**config.mk**
```make
export PLATFORM = sky130hd
export DESIGN_NAME = scw_top
export DESIGN_NICKNAME = d
export VERILOG_FILES = /design/src/rtl/scw_pkg.sv /design/src/rtl/scw_top.sv /design/src/rtl/scw_sync.sv
export SDC_FILE = /design/constraint.sdc
export NUM_CORES = 1
export LEC_CHECK = 0
export BUFFER_PORTS_ARGS = -buffer_cell sky130_fd_sc_hd__buf_2
export CAP_MARGIN = 5
export CELL_PAD_IN_SITES_DETAIL_PLACEMENT = 1
export CELL_PAD_IN_SITES_GLOBAL_PLACEMENT = 2
export CORE_MARGIN = 3
export CORE_UTILIZATION = 42
export DETAILED_ROUTE_END_ITERATION = 8
export HOLD_SLACK_MARGIN = 0.05
export PLACE_DENSITY_LB_ADDON = 0.12
export SYNTH_ARGS = -nofsm -noshare
export SYNTH_HDL_FRONTEND = slang
export SYNTH_SLANG_ARGS = --single-unit
```
**constraint.sdc**
```tcl
create_clock -name sys_clk_in -period 5.5 [get_ports sys_clk_in]
set_input_delay 0.55 -clock sys_clk_in [delete_from_list [all_inputs] [get_ports sys_clk_in]]
set_output_delay 0.55 -clock sys_clk_in [all_outputs]
set_load 0.02 [all_outputs]
```
**src/rtl/scw_pkg.sv**
```systemverilog
// Constants for the synthesizer channel word and lock detect block
// Functional notes
// - Channel bit 22 enables, zero powers down
// - Channel bit 23 picks current band
// - Channel bits 20 and 21 ignored
// - Bits 2..8 unsigned 7-bit swallow count
// - Bits 9..19 unsigned 11-bit main ratio
// - Main counter divides prescaler output by ratio
// - Enabled only with sleep pin high, enable
// - Latest written register's enable bit governs
// - Register contents kept during powerdown
// - Band bit selects programmed current setting
// - Lock after 15 consecutive short-pulse periods
// - Any long pulse drops lock, restarts count
// - 24-bit frame, MSB first, latch rise
// - Chip select one ignores; select bit routes
// - Synchronous reload at count one, forced on latch
// - Lock output high while detect disabled
package scw_pkg;
    // ============================================================
    // Frame layout (index = printed bit number minus one)
    localparam int FRAME_W     = 24;
    localparam int BIT_RSEL    = 0;
    localparam int SWAL_LSB    = 1;
    localparam int SWAL_W      = 7;
    localparam int MAIN_LSB    = 8;
    localparam int MAIN_W      = 11;
    localparam int CH_EN_BIT   = 21;
    localparam int BAND_BIT    = 22;
    localparam int BIT_CSEL    = 23;
    // ============================================================
    // Reference word fields
    localparam int REF_RELOAD  = 12;
    localparam int REF_CPOFF   = 13;
    localparam int REF_B2_LSB  = 14;
    localparam int REF_POL     = 16;
    localparam int REF_B1_LSB  = 17;
    localparam int REF_RESET   = 19;
    localparam int REF_EN_BIT  = 21;
    localparam int REF_LDEN    = 22;
    localparam int CUR_W       = 2;
    // ============================================================
    // Reset values and counts
    localparam logic [23:0] WORD_RST   = 24'h00_0000;
    localparam logic [3:0]  LOCK_COUNT = 4'hF;
    localparam int          PER_W      = 12;
endpackage

```
**src/rtl/scw_top.sv**
```systemverilog
// Channel word register, feedback divider and lock detector
`timescale 1ns/1ps
`default_nettype none
module scw_top #(
    parameter int LOCK_N = int'(scw_pkg::LOCK_COUNT)
) (
    input  wire logic       sys_clk_in,
    input  wire logic       rst_in,
    input  wire logic       ce_in,
    input  wire logic       ser_clk_in,
    input  wire logic       ser_data_in,
    input  wire logic       ser_latch_in,
    input  wire logic       sleep_pin_in,
    input  wire logic       ref_clk_in,
    input  wire logic       presc_in,
    input  wire logic       pump_up_in,
    input  wire logic       pump_dn_in,
    output logic            enabled_out,
    output logic [1:0]      cp_current_out,
    output logic            cp_off_out,
    output logic            pd_polarity_out,
    output logic            mod_ctrl_out,
    output logic            div_pulse_out,
    output logic            lock_indicator_out
);
    // ============================================================
    // Pin synchronisers
    logic [7:0] pins_s;
    // Pump pins are synchronised one by one and combined afterwards, so no gate sits before a flop
    scw_sync #(.WIDTH(8)) u_sync (
        .sys_clk_in (sys_clk_in),
        .rst_in     (rst_in),
        .ce_in      (ce_in),
        .async_in   ({ser_clk_in, ser_data_in, ser_latch_in, sleep_pin_in,
                      ref_clk_in, presc_in, pump_up_in, pump_dn_in}),
        .sync_out   (pins_s)
    );
    wire logic sclk_s  = pins_s[7];
    wire logic sdat_s  = pins_s[6];
    wire logic slat_s  = pins_s[5];
    wire logic sleep_s = pins_s[4];
    wire logic ref_s   = pins_s[3];
    wire logic pre_s   = pins_s[2];
    wire logic pulse_s = pins_s[1] | pins_s[0];

    // ============================================================
    // State
    logic [7:0]                   prev;
    logic [scw_pkg::FRAME_W-1:0]  shreg, main_word, ref_word;
    logic                         en_eff, locked, bad_seen;
    logic [scw_pkg::MAIN_W-1:0]   main_cnt;
    logic [scw_pkg::SWAL_W-1:0]   swal_cnt;
    logic [3:0]                   good_cnt;
    logic [scw_pkg::PER_W-1:0]    ref_cnt, ref_per, wid_cnt;
    logic [scw_pkg::FRAME_W-1:0]  next_shreg, next_main_word, next_ref_word;
    logic                         next_en_eff, next_locked, next_bad_seen;
    logic [scw_pkg::MAIN_W-1:0]   next_main_cnt;
    logic [scw_pkg::SWAL_W-1:0]   next_swal_cnt;
    logic [3:0]                   next_good_cnt;
    logic [scw_pkg::PER_W-1:0]    next_ref_cnt, next_ref_per, next_wid_cnt;
    logic                         next_enabled, next_mod, next_div, next_ld;
    logic [1:0]                   next_cur;

    wire logic sclk_rise = sclk_s & ~prev[7];
    wire logic lat_rise  = slat_s & ~prev[5];
    wire logic ref_rise  = ref_s & ~prev[3];
    wire logic pre_rise  = pre_s & ~prev[2];
    // Frame seen by the latch edge includes the bits shifted so far
    wire logic take      = lat_rise & ~sclk_s;
    wire logic frame_ok  = take & ~shreg[scw_pkg::BIT_CSEL];
    wire logic wr_chan   = frame_ok & ~shreg[scw_pkg::BIT_RSEL];
    wire logic wr_ref    = frame_ok & shreg[scw_pkg::BIT_RSEL];
    wire logic forced    = ref_word[scw_pkg::REF_RELOAD];
    wire logic running   = enabled_out;
    wire logic per_end   = running & pre_rise & (main_cnt <= 11'h001);
    wire logic long_det  = pulse_s & (wid_cnt > ref_per) & (ref_per != 12'h000);

    function automatic logic [scw_pkg::MAIN_W-1:0] main_ratio(
        input logic [scw_pkg::FRAME_W-1:0] w);
        main_ratio = w[scw_pkg::MAIN_LSB +: scw_pkg::MAIN_W];
    endfunction

    function automatic logic [scw_pkg::SWAL_W-1:0] swal_ratio(
        input logic [scw_pkg::FRAME_W-1:0] w);
        swal_ratio = w[scw_pkg::SWAL_LSB +: scw_pkg::SWAL_W];
    endfunction

    // ============================================================
    // Next-state logic
    always_comb begin
        next_shreg     = shreg;
        next_main_word = main_word;
        next_ref_word  = ref_word;
        next_en_eff    = en_eff;
        // Bits 24 down to 1 arrive in order; bit 1 ends in index 0
        if (sclk_rise) begin
            next_shreg = {shreg[scw_pkg::FRAME_W-2:0], sdat_s};
        end
        // Registers change only on a write, and a write is taken in powerdown too
        if (wr_chan) begin
            // Bits 20 and 21 are stored but nothing reads them
            next_main_word = shreg;
            next_en_eff    = shreg[scw_pkg::CH_EN_BIT];
        end else if (wr_ref) begin
            next_ref_word  = shreg;
            next_en_eff    = shreg[scw_pkg::REF_EN_BIT];
            // Self-clearing reset bit drops both enables
            if (shreg[scw_pkg::REF_RESET]) begin
                next_ref_word[scw_pkg::REF_RESET]  = 1'b0;
                next_ref_word[scw_pkg::REF_EN_BIT] = 1'b0;
                next_main_word[scw_pkg::CH_EN_BIT] = 1'b0;
                next_en_eff                        = 1'b0;
            end
        end
        next_enabled = sleep_s & en_eff;
        next_cur = main_word[scw_pkg::BAND_BIT] ?
                   ref_word[scw_pkg::REF_B2_LSB +: scw_pkg::CUR_W] :
                   ref_word[scw_pkg::REF_B1_LSB +: scw_pkg::CUR_W];

        // Feedback divider: halted in powerdown, counts held except when a forced-reload channel write loads them
        next_main_cnt = main_cnt;
        next_swal_cnt = swal_cnt;
        next_div      = 1'b0;
        if (running && pre_rise) begin
            if (main_cnt <= 11'h001) begin
                next_main_cnt = main_ratio(main_word);
                next_swal_cnt = swal_ratio(main_word);
                next_div      = 1'b1;
            end else begin
                next_main_cnt = main_cnt - 11'h001;
                if (swal_cnt != 7'h00) begin
                    next_swal_cnt = swal_cnt - 7'h01;
                end
            end
        end
        if (wr_chan && forced) begin
            next_main_cnt = main_ratio(shreg);
            next_swal_cnt = swal_ratio(shreg);
        end
        // 65 while swallow count remains, else 64
        next_mod = (next_swal_cnt != 7'h00);

        // Reference period measured in system clocks
        next_ref_cnt = ref_rise ? 12'h001 :
                       (&ref_cnt ? ref_cnt : ref_cnt + 12'h001);
        next_ref_per = ref_rise ? ref_cnt : ref_per;
        next_wid_cnt = pulse_s ? (&wid_cnt ? wid_cnt : wid_cnt + 12'h001) : 12'h000;

        next_locked   = locked;
        next_good_cnt = good_cnt;
        next_bad_seen = bad_seen;
        if (long_det) begin
            next_locked   = 1'b0;
            next_good_cnt = 4'h0;
            next_bad_seen = 1'b1;
        end else if (per_end) begin
            next_bad_seen = 1'b0;
            if (bad_seen) begin
                next_good_cnt = 4'h0;
            end else if (good_cnt < 4'(LOCK_N)) begin
                next_good_cnt = good_cnt + 4'h1;
                if (good_cnt == 4'(LOCK_N - 1)) begin
                    next_locked = 1'b1;
                end
            end
        end
        next_ld = ref_word[scw_pkg::REF_LDEN] ? next_locked : 1'b1;
    end

    // ============================================================
    // Registers
    always_ff @(posedge sys_clk_in or posedge rst_in) begin
        if (rst_in) begin
            prev               <= 8'h00;
            shreg              <= scw_pkg::WORD_RST;
            main_word          <= scw_pkg::WORD_RST;
            ref_word           <= scw_pkg::WORD_RST;
            en_eff             <= 1'b0;
            locked             <= 1'b0;
            bad_seen           <= 1'b0;
            main_cnt           <= 11'h000;
            swal_cnt           <= 7'h00;
            good_cnt           <= 4'h0;
            ref_cnt            <= 12'h000;
            ref_per            <= 12'h000;
            wid_cnt            <= 12'h000;
            enabled_out        <= 1'b0;
            cp_current_out     <= 2'h0;
            cp_off_out         <= 1'b0;
            pd_polarity_out    <= 1'b0;
            mod_ctrl_out       <= 1'b0;
            div_pulse_out      <= 1'b0;
            lock_indicator_out <= 1'b1;
        end else if (ce_in) begin
            prev               <= pins_s;
            shreg              <= next_shreg;
            main_word          <= next_main_word;
            ref_word           <= next_ref_word;
            en_eff             <= next_en_eff;
            locked             <= next_locked;
            bad_seen           <= next_bad_seen;
            main_cnt           <= next_main_cnt;
            swal_cnt           <= next_swal_cnt;
            good_cnt           <= next_good_cnt;
            ref_cnt            <= next_ref_cnt;
            ref_per            <= next_ref_per;
            wid_cnt            <= next_wid_cnt;
            enabled_out        <= next_enabled;
            cp_current_out     <= next_cur;
            cp_off_out         <= ref_word[scw_pkg::REF_CPOFF];
            pd_polarity_out    <= ref_word[scw_pkg::REF_POL];
            mod_ctrl_out       <= next_mod;
            div_pulse_out      <= next_div;
            lock_indicator_out <= next_ld;
        end
    end

    // ============================================================
    // Assertions
    property p_chan_write;
        @(posedge sys_clk_in) disable iff (rst_in)
        (ce_in && wr_chan) |=> (main_word == $past(shreg))
                               && (en_eff == $past(shreg[scw_pkg::CH_EN_BIT]));
    endproperty
    a_chan_write: assert property (p_chan_write) else $error("channel write lost");

    property p_band;
        @(posedge sys_clk_in) disable iff (rst_in)
        (ce_in && main_word[scw_pkg::BAND_BIT]) |=>
            cp_current_out == $past(ref_word[scw_pkg::REF_B2_LSB +: scw_pkg::CUR_W]);
    endproperty
    a_band: assert property (p_band) else $error("band two current wrong");

    property p_enable;
        @(posedge sys_clk_in) disable iff (rst_in)
        ce_in |=> enabled_out == $past(sleep_s && en_eff);
    endproperty
    a_enable: assert property (p_enable) else $error("enable mismatch");

    property p_ref_en;
        @(posedge sys_clk_in) disable iff (rst_in)
        (ce_in && wr_ref && !shreg[scw_pkg::REF_RESET]) |=>
            en_eff == $past(shreg[scw_pkg::REF_EN_BIT]);
    endproperty
    a_ref_en: assert property (p_ref_en) else $error("reference enable ignored");

    property p_retain;
        @(posedge sys_clk_in) disable iff (rst_in)
        (ce_in && !frame_ok) |=> $stable(main_word) && $stable(ref_word);
    endproperty
    a_retain: assert property (p_retain) else $error("register changed");

    property p_lock_rise;
        @(posedge sys_clk_in) disable iff (rst_in)
        $rose(locked) |-> $past(per_end) && $past(good_cnt) == 4'(LOCK_N - 1);
    endproperty
    a_lock_rise: assert property (p_lock_rise) else $error("early lock");

    property p_long;
        @(posedge sys_clk_in) disable iff (rst_in)
        (ce_in && long_det) |=> !locked && good_cnt == 4'h0 ##1 !locked;
    endproperty
    a_long: assert property (p_long) else $error("long pulse kept lock");

    property p_cs_ignore;
        @(posedge sys_clk_in) disable iff (rst_in)
        (ce_in && take && shreg[scw_pkg::BIT_CSEL]) |=> $stable(main_word) && $stable(en_eff);
    endproperty
    a_cs_ignore: assert property (p_cs_ignore) else $error("deselected frame taken");

    property p_forced;
        @(posedge sys_clk_in) disable iff (rst_in)
        (ce_in && wr_chan && forced) |=> main_cnt == $past(main_ratio(shreg));
    endproperty
    a_forced: assert property (p_forced) else $error("forced reload missed");

    property p_ld_off;
        @(posedge sys_clk_in) disable iff (rst_in)
        (ce_in && !ref_word[scw_pkg::REF_LDEN]) |=> lock_indicator_out;
    endproperty
    a_ld_off: assert property (p_ld_off) else $error("lock output low while disabled");

    c_lock:   cover property (@(posedge sys_clk_in) disable iff (rst_in) $rose(locked));
    c_chan:   cover property (@(posedge sys_clk_in) disable iff (rst_in) wr_chan);
    c_csign:  cover property (@(posedge sys_clk_in) disable iff (rst_in)
                              take && shreg[scw_pkg::BIT_CSEL]);
    c_unlock: cover property (@(posedge sys_clk_in) disable iff (rst_in) locked && long_det);
endmodule
`default_nettype wire

```
**src/rtl/scw_sync.sv**
```systemverilog
// Two-flop synchroniser for pin inputs
`timescale 1ns/1ps
`default_nettype none
module scw_sync #(
    parameter int WIDTH = 1
) (
    input  wire logic             sys_clk_in,
    input  wire logic             rst_in,
    input  wire logic             ce_in,
    input  wire logic [WIDTH-1:0] async_in,
    output logic      [WIDTH-1:0] sync_out
);
    logic [WIDTH-1:0] stage;

    // First stage feeds only the second stage
    always_ff @(posedge sys_clk_in or posedge rst_in) begin
        if (rst_in) begin
            stage    <= '0;
            sync_out <= '0;
        end else if (ce_in) begin
            stage    <= async_in;
            sync_out <= stage;
        end
    end
endmodule
`default_nettype wire

```
After elaboration in Yosys (flattened, before gate mapping)
Index checks and enable logic that the tools add are counted.
- bits in registers: 161
- input port bits: 11
- output and inout port bits: 8
- $add $sub $neg: 5
- magnitude comparators: 3
- equal/unequal tests: 3
- mux-type cells: 29
- bitwise gates (word level): 22
- reduce and logical (&&, ||, !) cells: 21
- operators by type and width (operator ; number):
    $mux W12 ; 4
    $mux W11 ; 3
    $mux W7 ; 4
    $add A12 B1 Y12 const B ; 2
    $reduce_and A12 Y1 ; 2
    $mux W4 ; 4
    $reduce_and A2 Y1 ; 8
    $reduce_bool A7 Y1 ; 2
    $and A1 B1 Y1 ; 13
    $mux W1 ; 13
    $gt A12 B12 Y1 ; 1
    $reduce_bool A12 Y1 ; 1
    $le A11 B1 Y1 const B ; 1
    $sub A11 B1 Y11 const B ; 1
    $not A1 Y1 ; 8
    $sub A7 B1 Y7 const B ; 1
    $reduce_and A3 Y1 ; 2
    $reduce_bool A2 Y1 ; 3
    $add A4 B1 Y4 const B ; 1
    $eq A4 B4 Y1 const B ; 1
    $lt A4 B4 Y1 const B ; 1
    $ne A2 B2 Y1 const B ; 2
    $reduce_bool A3 Y1 ; 1
    $logic_and A1 B1 Y1 ; 2
    2 further kinds ; 2

Logic depth before layout (Yosys ltp)
Gate-level depths: netlist of the first run.
- depth after elaboration: 8
- gate-level depth with buffers: 10
- mapped depth without buffers: 9

Modules after synthesis
From an unflattened synthesis of the first run, not the netlist that was laid out.
- cells, all modules: 620
- area total of the unflattened synthesis: 6762.7 sq um
- modules (own cells, without submodules) (module ; times used ; cells each ; area each (sq um)):
    scw_top ; 1 ; 585 ; 6109.6
    scw_sync ; 1 ; 35 ; 653.1

Worst setup path before layout of the first run
OpenSTA, ideal clock, no wires.
- path type: flip-flop to flip-flop
- start: register wid_cnt[5] (netlist name)
- end: register good_cnt[0]
- library setup time: 0.131 ns
- arrival: 1.965 ns
- required time: 5.369 ns
- path slack: 3.404 ns
- cell stages (with the launch flop): 10
- path buffers: 1
- cells stage by stage: dfrtp_1 ha_1 a21o_1 a21o_1 a21oi_1 or2_0 a311oi_1 and2_1 clkbuf_1 o22ai_2
- word-level cells in the longest chain between the ends: 5
- elaborated cells between the ends (all ways): 7
- RTL lines (element ; RTL line ; source):
    from (decl) ; scw_top.sv:54 ; logic [scw_pkg::PER_W-1:0] ref_cnt, ref_per, wid_cnt;
    from (signal assigned) ; scw_top.sv:207 ; wid_cnt <= next_wid_cnt;
    $gt A12 B12 Y1 (*) ; scw_top.sv:76 ; wire logic long_det = pulse_s & (wid_cnt > ref_per) & (ref_per != 12'h000);
    $and A1 B1 Y1 (*) (2 in series) ; scw_top.sv:76 ;
    $reduce_bool A3 Y1 (no line) / $reduce_bool A2 Y1 (equally long branches) ; n/a ;
    $reduce_and A3 Y1 (no line) ; n/a ;
    to (signal assigned) ; scw_top.sv:204 ; good_cnt <= next_good_cnt;
    to (decl) ; scw_top.sv:53 ; logic [3:0] good_cnt;
Mark *: on every way between the ends. The rest lies on a longest branch, timed or not.
A chain may end at the register's enable or synchronous reset.

Worst setup path after layout of the first run
- start: register swal_cnt[0] (netlist name)
- end: register mod_ctrl_out
- word-level cells in the longest chain between the ends: 6
- elaborated cells between the ends (all ways): 7
- RTL lines (element ; RTL line ; source):
    from (decl) ; scw_top.sv:52 ; logic [scw_pkg::SWAL_W-1:0] swal_cnt;
    from (signal assigned) ; scw_top.sv:203 ; swal_cnt <= next_swal_cnt;
    $sub A7 B1 Y7 / $reduce_bool A7 Y1 (equally long branches) ; scw_top.sv:132, scw_top.sv:131 ;
    $mux W7 ; scw_top.sv:131 ; if (swal_cnt != 7'h00) begin
    $mux W7 ; scw_top.sv:125 ; if (main_cnt <= 11'h001) begin
    $mux W7 (*) ; scw_top.sv:124 ; if (running && pre_rise) begin
    $mux W7 (*) ; scw_top.sv:136 ; if (wr_chan && forced) begin
    $reduce_bool A7 Y1 (*) ; scw_top.sv:141 ; next_mod = (next_swal_cnt != 7'h00);
    to (signal assigned) ; scw_top.sv:212 ; mod_ctrl_out <= next_mod;
    to (decl) ; scw_top.sv:22 ; output logic mod_ctrl_out,
Marks and branches as above.

==> metrics.sh, run 1 <==
CRITICAL_PATH_CLASS='flop to flop'
ANT_NETS=0
FLOORPLAN.DIE_AREA_UM2=17700
SUMMED_NEGATIVE_SETUP_SLACK_OVER_ALL_ENDPOINTS_NS=0
GRT_ANTENNA_BEFORE_REPAIR=0
PLACEMENT_ROWS=45
ROUTE.DETAILED.VIAS_PER_INST=5.43
COUNT_OF_CLOCK_TREE_SINKS=140
GRT_FIRST_PASS_WIRELENGTH_MM=26.2
YOSYSWARNINGCOUNT=0
CLK_TRANSITION_REPORTED_PATHS_NS=0.06
BUFFER_PORTS.INSERTED=18
CTS_RESIZES=0
TOTAL_LEAKAGE_POWER_uW=0.00350
SYNTH_CELL_TYPES=64
FILL_CELLS=1663
TIMING.RR.END='mod_ctrl_out'
ROUTE.DETAILED.WL_PER_INST_UM=17.9
COUNT_OF_INSERTED_ANTENNA_DIODE_CELLS=0
SYN_INST=619
TOP_LAYER='met4'
SYNTH.AREA.TOP_CELLS='dfrtp_1, mux2_2, ha_1'
FINAL_NETS=669
TRITONCTS.NUM_BUFFERS=17
GP_CONGESTION=0.778
SYN_NETS=649
R2R_CELLS=7
HPWL_REPORTED_AT_THE_END_OF_DETAILED_PLACEMENT_MM=10.3
DESIGN_POWER_TOTAL_uW=3640
POWER.DENSITY_CELL_AREA_nW_PER_UM2=473
AREA.GROWTH.SYNTH_TO_FINAL_PCT=13.3
DETAIL_ROUTE.ITER0.VIOLATIONS=196
SYNTHFLOPTYPE='dfrtp_1'
PLACE.DETAILED.INSTANCES=831
WORST-SLEW-PIN-TRANSITION_NS=1.13
TIMING.RR.START='swal_cnt[0]'
REG2REG_SETUP_SLACK_NS=3.06
CTS_HOLD_BUFFERS=0
FLOORPLAN.DIE.WIDTH_UM=133
FIN_CRIT_SH=0.444
FP.DIEH_UM=133
CTS.HTREE.LEVELS=4
CRITICAL_PATH_ARRIVAL_NS=2.71
OUTCOME='finished, final reports clean'
SYNTH_AREA_LEADER_CELL='dfrtp_1'
FLOORPLAN.CORE_AREA_UM2=15500
SYNTHMOSTINSTANTIATEDCELL='dfrtp_1'
SETUP_REPAIR_AFTER_GLOBAL_ROUTING_MISSED_ITS_MARGIN='false'
CPMAXSTAGEDELAYCELL='nor3b_1'
DR_WL_MET3_UM=358
DRV_CAP=0
FINAL_MAX_SLEW_VIOL_COUNT=0
PLACE_AREA_UM2=7100
INITIAL_UTILIZATION=0.438
WIRELENGTH_MET1_MM=6.74
DRT_PASS_1_ITERS=4
MAX_STAGE_DELAY_NS=0.47
WIRELENGTH_MM=15.4
SETUP_VIOL_COUNT_FINAL=0
ROUTED-WL-MET2_MM=8.09
CRIT_FANOUT=5
SYNTH_EDF_COUNT=0
GR-TOTAL-OVERFLOW=0
VDD.IR_DROP.WORST_mV=0.280
SYN_AVG_CELL_AREA_UM2=11.0
SEQ_CELLS_POST_SYNTH=140
SYNTH_COMMON_CELLS='dfrtp_1, mux2_2, nor2_1'
HOLD_CLASS='input port to asynchronous set/reset pin'
CLOCK_TREE.ROOT_CELL='clkbuf_16'
YS_ASYNC_SR_FRACTION=1.00
MIN_CYCLE_TIME_LAYOUT_NS=2.44
MAPPEDNETLISTAREA_UM2=6790
NETLIST.AREA_LEADER.SHARE=0.513
DPL_WORST_SLACK_NS=2.64
START_KIND='flop'
POST-CTS-SETUP-BUFFERS=0
TIMING.CRITICAL_PATH.REQUIRED_NS=5.77
CTS_TREE='yes'
DRT_DRC_VIOLATIONS_LEFT=0
GRT_START_MAX_NET_PINS=98
VIA_COUNT_OF_THE_FIRST_GLOBAL_ROUTING_PASS=5186
CP.BUFFERS_INVERTERS=1
TIMING.CRITICAL_PATH.CELLS='inv_1, ha_1, nor3b_1, and3_1, o21ai_0, a221oi_1, a41oi_1'
GRT_UTIL_ALL_LAYERS=0.186
CRITICAL-PATH-TOP-DELAY-FAMILY='simple AND/OR/NAND/NOR gates'
MAX_FREQ_GHz=0.409
STDCELL_AREA_UM2=7690
FINCLKSKEW_NS=0.00936
ROUTE.VIAS.TOTAL=4674
TIMING_HOLD_VIOLATIONS_FINAL=0
CLOCK_LATENCY_NS=0.42
LAYOUT-DRIVE-GT1-SHARE=0.237
TIMING.MAX_SLEW.REL_SLACK=0.244
TIMING.CRITICAL_PATH.TO_TYPE='flop'
SYNTH-SEQ-AREA-SHARE=0.516
LAYOUT.CELLS.NON_FILLER=861
TIMING.FINAL.WS_SETUP_NS=3.06
TOP_LEVEL_I_O_COUNT=19
CTS_MAX_PATH_BUFFERS=2
-- cell usage in the layout (no fill, tap or decap), types with 6 or more instances in the layout --
| cell | synthesis | layout |
|---|---|---|
| buf_4 | 0 | 8 |
| ha_1 | 19 | 19 |
| nor2_1 | 53 | 53 |
| a211oi_1 | 8 | 8 |
| xnor2_1 | 16 | 16 |
| buf_2 | 5 | 18 |
| a21oi_1 | 28 | 28 |
| mux2_2 | 76 | 76 |
| clkbuf_16 | 0 | 17 |
| o21ai_0 | 26 | 26 |
| nand3_1 | 12 | 12 |
| o21ai_1 | 18 | 18 |
| nand2_1 | 48 | 48 |
| nor3_1 | 10 | 10 |
| mux2i_1 | 6 | 6 |
| xor2_1 | 10 | 10 |
| inv_1 | 30 | 29 |
| a21o_1 | 7 | 7 |
| dfrtp_1 | 139 | 139 |
| nand4_1 | 8 | 8 |
| or3_1 | 6 | 6 |
-- registers in the layout, summed over array words and instances, names as in the netlist, 2 cells and up --
signal           flops
u_sync.stage         8
cp_current_out       2
u_sync.sync_out      8
main_cnt            11
ref_per             12
ref_word             8
good_cnt             4
ref_cnt             12
shreg               24
main_word           19
prev                 4
wid_cnt             12
swal_cnt             7
-- cell type report --
cell class | count | area (µm²) | area share
flip-flops and latches | 140 | 3500 | 0.456
multi-input cells | 424 | 3060 | 0.399
clock buffers | 19 | 443 | 0.0576
well taps | 211 | 264 | 0.0343
repair buffers | 26 | 150 | 0.0195
clock inverters | 11 | 144 | 0.0187
inverters | 30 | 118 | 0.0153
-- how the worst max path moves through the flow --
stage | slack [ns] | depth (start not counted) | startpoint | to
2_1_floorplan | 1.20 | 1 | rst_in | bad_seen
3_3_place_gp | 2.72 | 4 | ce_in | main_word[5]
3_5_place_dp | 2.64 | 4 | ce_in | main_word[5]
4_1_cts | 3.03 | 4 | u_sync.sync_out[7] | main_word[2]
5_1_grt | 2.87 | 4 | u_sync.sync_out[7] | main_word[12]
6_report | 3.06 | 7 | swal_cnt[0] | mod_ctrl_out
-- power breakdown --
group          switching (µW)  internal [µW]  total [µW]
Sequential                219           1210        1430
Combinational             579            472        1050
Clock                     434            720        1150
-- kinds of logic after synthesis --
| family | synth area share |
|---|---|
| AOI/OAI and AO/OA | 0.115 |
| xor gates and xnor gates | 0.0336 |
| adders and majority gates | 0.0350 |
| buffers and inverters | 0.0324 |
| DFF | 0.516 |
| muxes | 0.135 |
| and+or+nand+nor | 0.133 |
-- metrics by stage --
stage               hold slack (ns)   util
global route                  0.345  0.496
CTS                           0.340  0.496
finish                        0.303  0.496
floorplan                     0.471      -
global placement              0.480  0.459
detailed placement            0.492  0.459
-- worst register-to-register path, delay by kind of cell, from the launching register on --
family | cells | cell delay [ns]
AO/OA/AOI/OAI | 3 | 0.71
adder cells (fa/ha/maj) | 1 | 0.23
AND/OR/NAND/NOR | 2 | 0.83
buffers and inverters | 1 | 0.12
flip-flops | 1 | 0.42
-- layer usage --
| metal | up-vias | track usage |
|---|---|---|
| met5 | - | 0 |
| met4 | 0 | 0.0480 |
| met3 | 20 | 0.0498 |
| met2 | 34 | 0.334 |
| met1 | 2392 | 0.223 |
| li1 | 2228 | - |
No activity file was read; power rests on OpenSTA's default activity.
==> inputs of run 2 (changes only) <==
--- a/config.mk
+++ b/config.mk
@@ -10,7 +10,7 @@
 export CELL_PAD_IN_SITES_DETAIL_PLACEMENT = 1
 export CELL_PAD_IN_SITES_GLOBAL_PLACEMENT = 2
 export CORE_MARGIN = 3
-export CORE_UTILIZATION = 42
+export CORE_UTILIZATION = 38
 export DETAILED_ROUTE_END_ITERATION = 8
 export HOLD_SLACK_MARGIN = 0.05
 export PLACE_DENSITY_LB_ADDON = 0.12
==> constraint.sdc (replaced) <==
create_clock -name sys_clk_in -period 2.2 [get_ports sys_clk_in]
set_input_delay 0.22 -clock sys_clk_in [delete_from_list [all_inputs] [get_ports sys_clk_in]]
set_output_delay 0.22 -clock sys_clk_in [all_outputs]
set_load 0.02 [all_outputs]
==> run 2 against run 1 <==
The flow now finishes with violations (negative hold slack). Core utilization fell by 2.7 points. Hold slack got worse by 0.31 ns. Combinational power rose to 3.0 times the previous value.
==> metrics.sh, run 2 (same netlist as run 1, synthesis figures left out) <==
OUTCOME='finished, violations left'  # was finished, final reports clean
VIOLATIONS='negative hold slack'
FINAL_NETS=707  # was 669
ROUTE.DETAILED.VIAS_PER_INST=5.25  # was 5.43
DRT_PASS_1_ITERS=4  # unchanged
TIMING.HOLD.WS_NS=-0.0104  # was 0.303 ns
ROUTE.DETAILED.WL_PER_INST_UM=17.6  # was 17.9 µm
DRT_DRC_VIOLATIONS_LEFT=0  # unchanged
P_CLK_FRAC=0.310  # was 0.317
TIMING.CRITICAL_PATH.REQUIRED_NS=2.50  # was 5.77 ns
TIMING.CRITICAL_PATH.TO_TYPE='flop'  # unchanged
PLACE_AREA_UM2=7360  # was 7100 µm²
WIRELENGTH_MM=16.1  # was 15.4 mm
TOTAL_LEAKAGE_POWER_uW=0.00372  # was 0.00350 µW
CRITICAL-PATH-TOP-DELAY-FAMILY='compound AO/OA/AOI/OAI gates'  # was simple AND/OR/NAND/NOR gates
BUFFER_PORTS.INSERTED=18  # unchanged
CLOCK_TREE.ROOT_CELL='clkbuf_16'  # unchanged
FLOORPLAN.CORE_AREA_UM2=17400  # was 15500 µm²
CRITICAL_PATH_CLASS='flop to flop'  # unchanged
TIMING_HOLD_VIOLATIONS_FINAL=3  # was 0
LARGEST_REG_FLOPS=24  # unchanged
TIMING.MAX_SLEW.REL_SLACK=0.475  # was 0.244
ROUTE.VIAS.TOTAL=4807  # was 4674
MIN_CYCLE_TIME_LAYOUT_NS=2.11  # was 2.44 ns
INITIAL_UTILIZATION=0.390  # was 0.438
REGISTER_WITH_THE_MOST_FLIP_FLOPS='shreg'  # unchanged
SWITCHINGPOWER_uW=3300  # was 1230 µW
CLOCK_LATENCY_NS=0.42  # about the same
DETAIL_ROUTE.ITER0.VIOLATIONS=189  # was 196
GRT_ANTENNA_BEFORE_REPAIR=0  # unchanged
INTPOWER_uW=6360  # was 2400 µW
FINAL_COMMON_CELL='dfrtp_1'  # unchanged
GRT_FIRST_PASS_WIRELENGTH_MM=27.5  # was 26.2 mm
DESIGN_POWER_TOTAL_uW=9650  # was 3640 µW
CRIT_FANOUT=6  # was 5
CRITICAL_PATH_ARRIVAL_NS=2.41  # was 2.71 ns
CP.BUFFERS_INVERTERS=0  # was 1
HPWL_REPORTED_AT_THE_END_OF_DETAILED_PLACEMENT_MM=10.8  # was 10.3 mm
TRITONCTS.NUM_BUFFERS=17  # unchanged
MAX_FREQ_GHz=0.474  # was 0.409 GHz
FINCLKSKEW_NS=0.00808  # was 0.00936 ns
WORST-SLEW-PIN-TRANSITION_NS=0.788  # was 1.13 ns
REG_TOP3='shreg (24), main_word (19)'  # unchanged
POWER_FRAC_COMB=0.325  # was 0.289
FINISH.UTILIZATION=0.469  # was 0.496
VDD.IR_DROP.WORST_mV=0.584  # was 0.280 mV
DPL_WORST_SLACK_NS=-0.0976  # was 2.64 ns
FLOORPLAN.DIE_AREA_UM2=19500  # was 17700 µm²
POWER.DENSITY_CELL_AREA_nW_PER_UM2=1180  # was 473 nW/µm²
SWITCHING_SHARE=0.342  # was 0.339
AREA.GROWTH.SYNTH_TO_FINAL_PCT=20.4  # was 13.3%
TIMING.FINAL.WS_SETUP_NS=0.0889  # was 3.06 ns
HOLD_CLASS='input port to asynchronous set/reset pin'  # unchanged
CTS_MAX_PATH_BUFFERS=2  # unchanged
GP_CONGESTION=0.825  # was 0.778
CPMAXSTAGEDELAYCELL='dfrtp_1'  # was nor3b_1
COUNT_OF_CLOCK_TREE_SINKS=140  # unchanged
SEQUENTIAL_POWER_SHARE=0.365  # was 0.394
FINAL_MAX_SLEW_VIOL_COUNT=0  # unchanged
CTS.HTREE.LEVELS=4  # unchanged
TOP_LEVEL_I_O_COUNT=19  # unchanged
DRV_CAP=0  # unchanged
START_KIND='flop'  # unchanged
CLK_TRANSITION_REPORTED_PATHS_NS=0.06  # about the same
GR-TOTAL-OVERFLOW=0  # unchanged
GRT_UTIL_ALL_LAYERS=0.175  # was 0.186
VIA_COUNT_OF_THE_FIRST_GLOBAL_ROUTING_PASS=5279  # was 5186
FLOORPLAN.DIE.WIDTH_UM=140  # was 133 µm
STDCELL_AREA_UM2=8170  # was 7690 µm²
CRITICAL_PATH.MOST_COMMON_CELL='a21o_1'
SETUP_REPAIR_AFTER_GLOBAL_ROUTING_MISSED_ITS_MARGIN='true'  # was false
ANT_NETS=0  # unchanged
COUNT_OF_INSERTED_ANTENNA_DIODE_CELLS=0  # unchanged
PLACEMENT_ROWS=48  # was 45
TIMING.CRITICAL_PATH.CELLS='ha_4, a21o_1, a21o_1, a21oi_1, or2_1, a311oi_4, and2_4, o22ai_2'  # was inv_1, ha_1, nor3b_1, and3_1, o21ai_0, a221oi_1, a41oi_1
MOST-COMMON-LAYOUT-CELLS='dfrtp_1, mux2_2, nor2_1'  # unchanged
FIN_CRIT_SH=0.960  # was 0.444
GRT_START_MAX_NET_PINS=141  # was 98
FP.DIEH_UM=140  # was 133 µm
MAX_STAGE_DELAY_NS=0.43  # was 0.47 ns
CTS_TREE='yes'  # unchanged
LAYOUT-DRIVE-GT1-SHARE=0.300  # was 0.237
SETUP_VIOL_COUNT_FINAL=0  # unchanged
[run 2: cell count changes in the layout (fill, tap and decap cells not counted), moves of 2 or more]
cell	delta
buf_4	+27
dlygate4sd3_1	+8
inv_1	-4
inv_2	+4
buf_12	+3
clkinv_2	-3
clkinv_4	+3
clkinvlp_4	+3
dfrtp_1	-2
dfrtp_2	+2
ha_1	-2
ha_4	+2
[run 2: power by group through the flow]
stage / combinational (µW) / sequential (µW) / clock, µW
after floorplan: 2090 / 3460 / 0
after global placement: 2830 / 3530 / 0
after detailed placement: 2910 / 3550 / 0
after CTS: 3010 / 3510 / 3070
after global routing: 3560 / 3600 / 3200
final: 3140 / 3530 / 2990
[run 2: final cells by class]
class                   instances  area [µm²]
flip-flops and latches        140        3510
repair buffers                 64         493
multi-input cells             424        3160
inverters                      30         116
fillers                      1903        9240
well taps                     225         282
clock inverters                15         190
clock buffers                  17         425
[run 2: worst min-delay path: stages]
cell	delay, ns
buf_2	0.11
clkinvlp_4	0.07
buf_12	0.52
[run 2: repair_timing]
action,in CTS,in global routing
buffers inserted,3,2
pin swaps,2,15
endpoints found under the setup margin,7,12
resized for setup,7,19
hold buffers,8,0
endpoints found under the hold margin,8,0
[run 2: worst paths after layout]
| path | start | end | slack, ns | depth (start not counted) |
|---|---|---|---|---|
| min reg2reg | pd_polarity_out | pd_polarity_out | 0.50 | 1 |
| max | wid_cnt[5] | good_cnt[0] | 0.09 | 8 |
| min in group sys_clk_in | ce_in | prev[3] | 0.28 | 2 |
| min | rst_in | cp_off_out | -0.01 | 3 |
| max in group asynchronous | rst_in | main_word[3] | 1.60 | 3 |
| max reg2reg | wid_cnt[5] | good_cnt[0] | 0.09 | 8 |
[run 2: per-layer routing]
layer	track usage	wire, µm
met2	0.310	8390
met4	0.0556	263
met5	0	0
met1	0.214	7170
met3	0.0344	257
[run 2: stage by stage]
step | std cells | TNS (ns)
2_1_floorplan | 619 | 0
3_3_place_gp | 872 | -0.0939
3_5_place_dp | 872 | -0.342
4_1_cts | 914 | 0
5_1_grt | 915 | -0.0128
6_report | 915 | 0
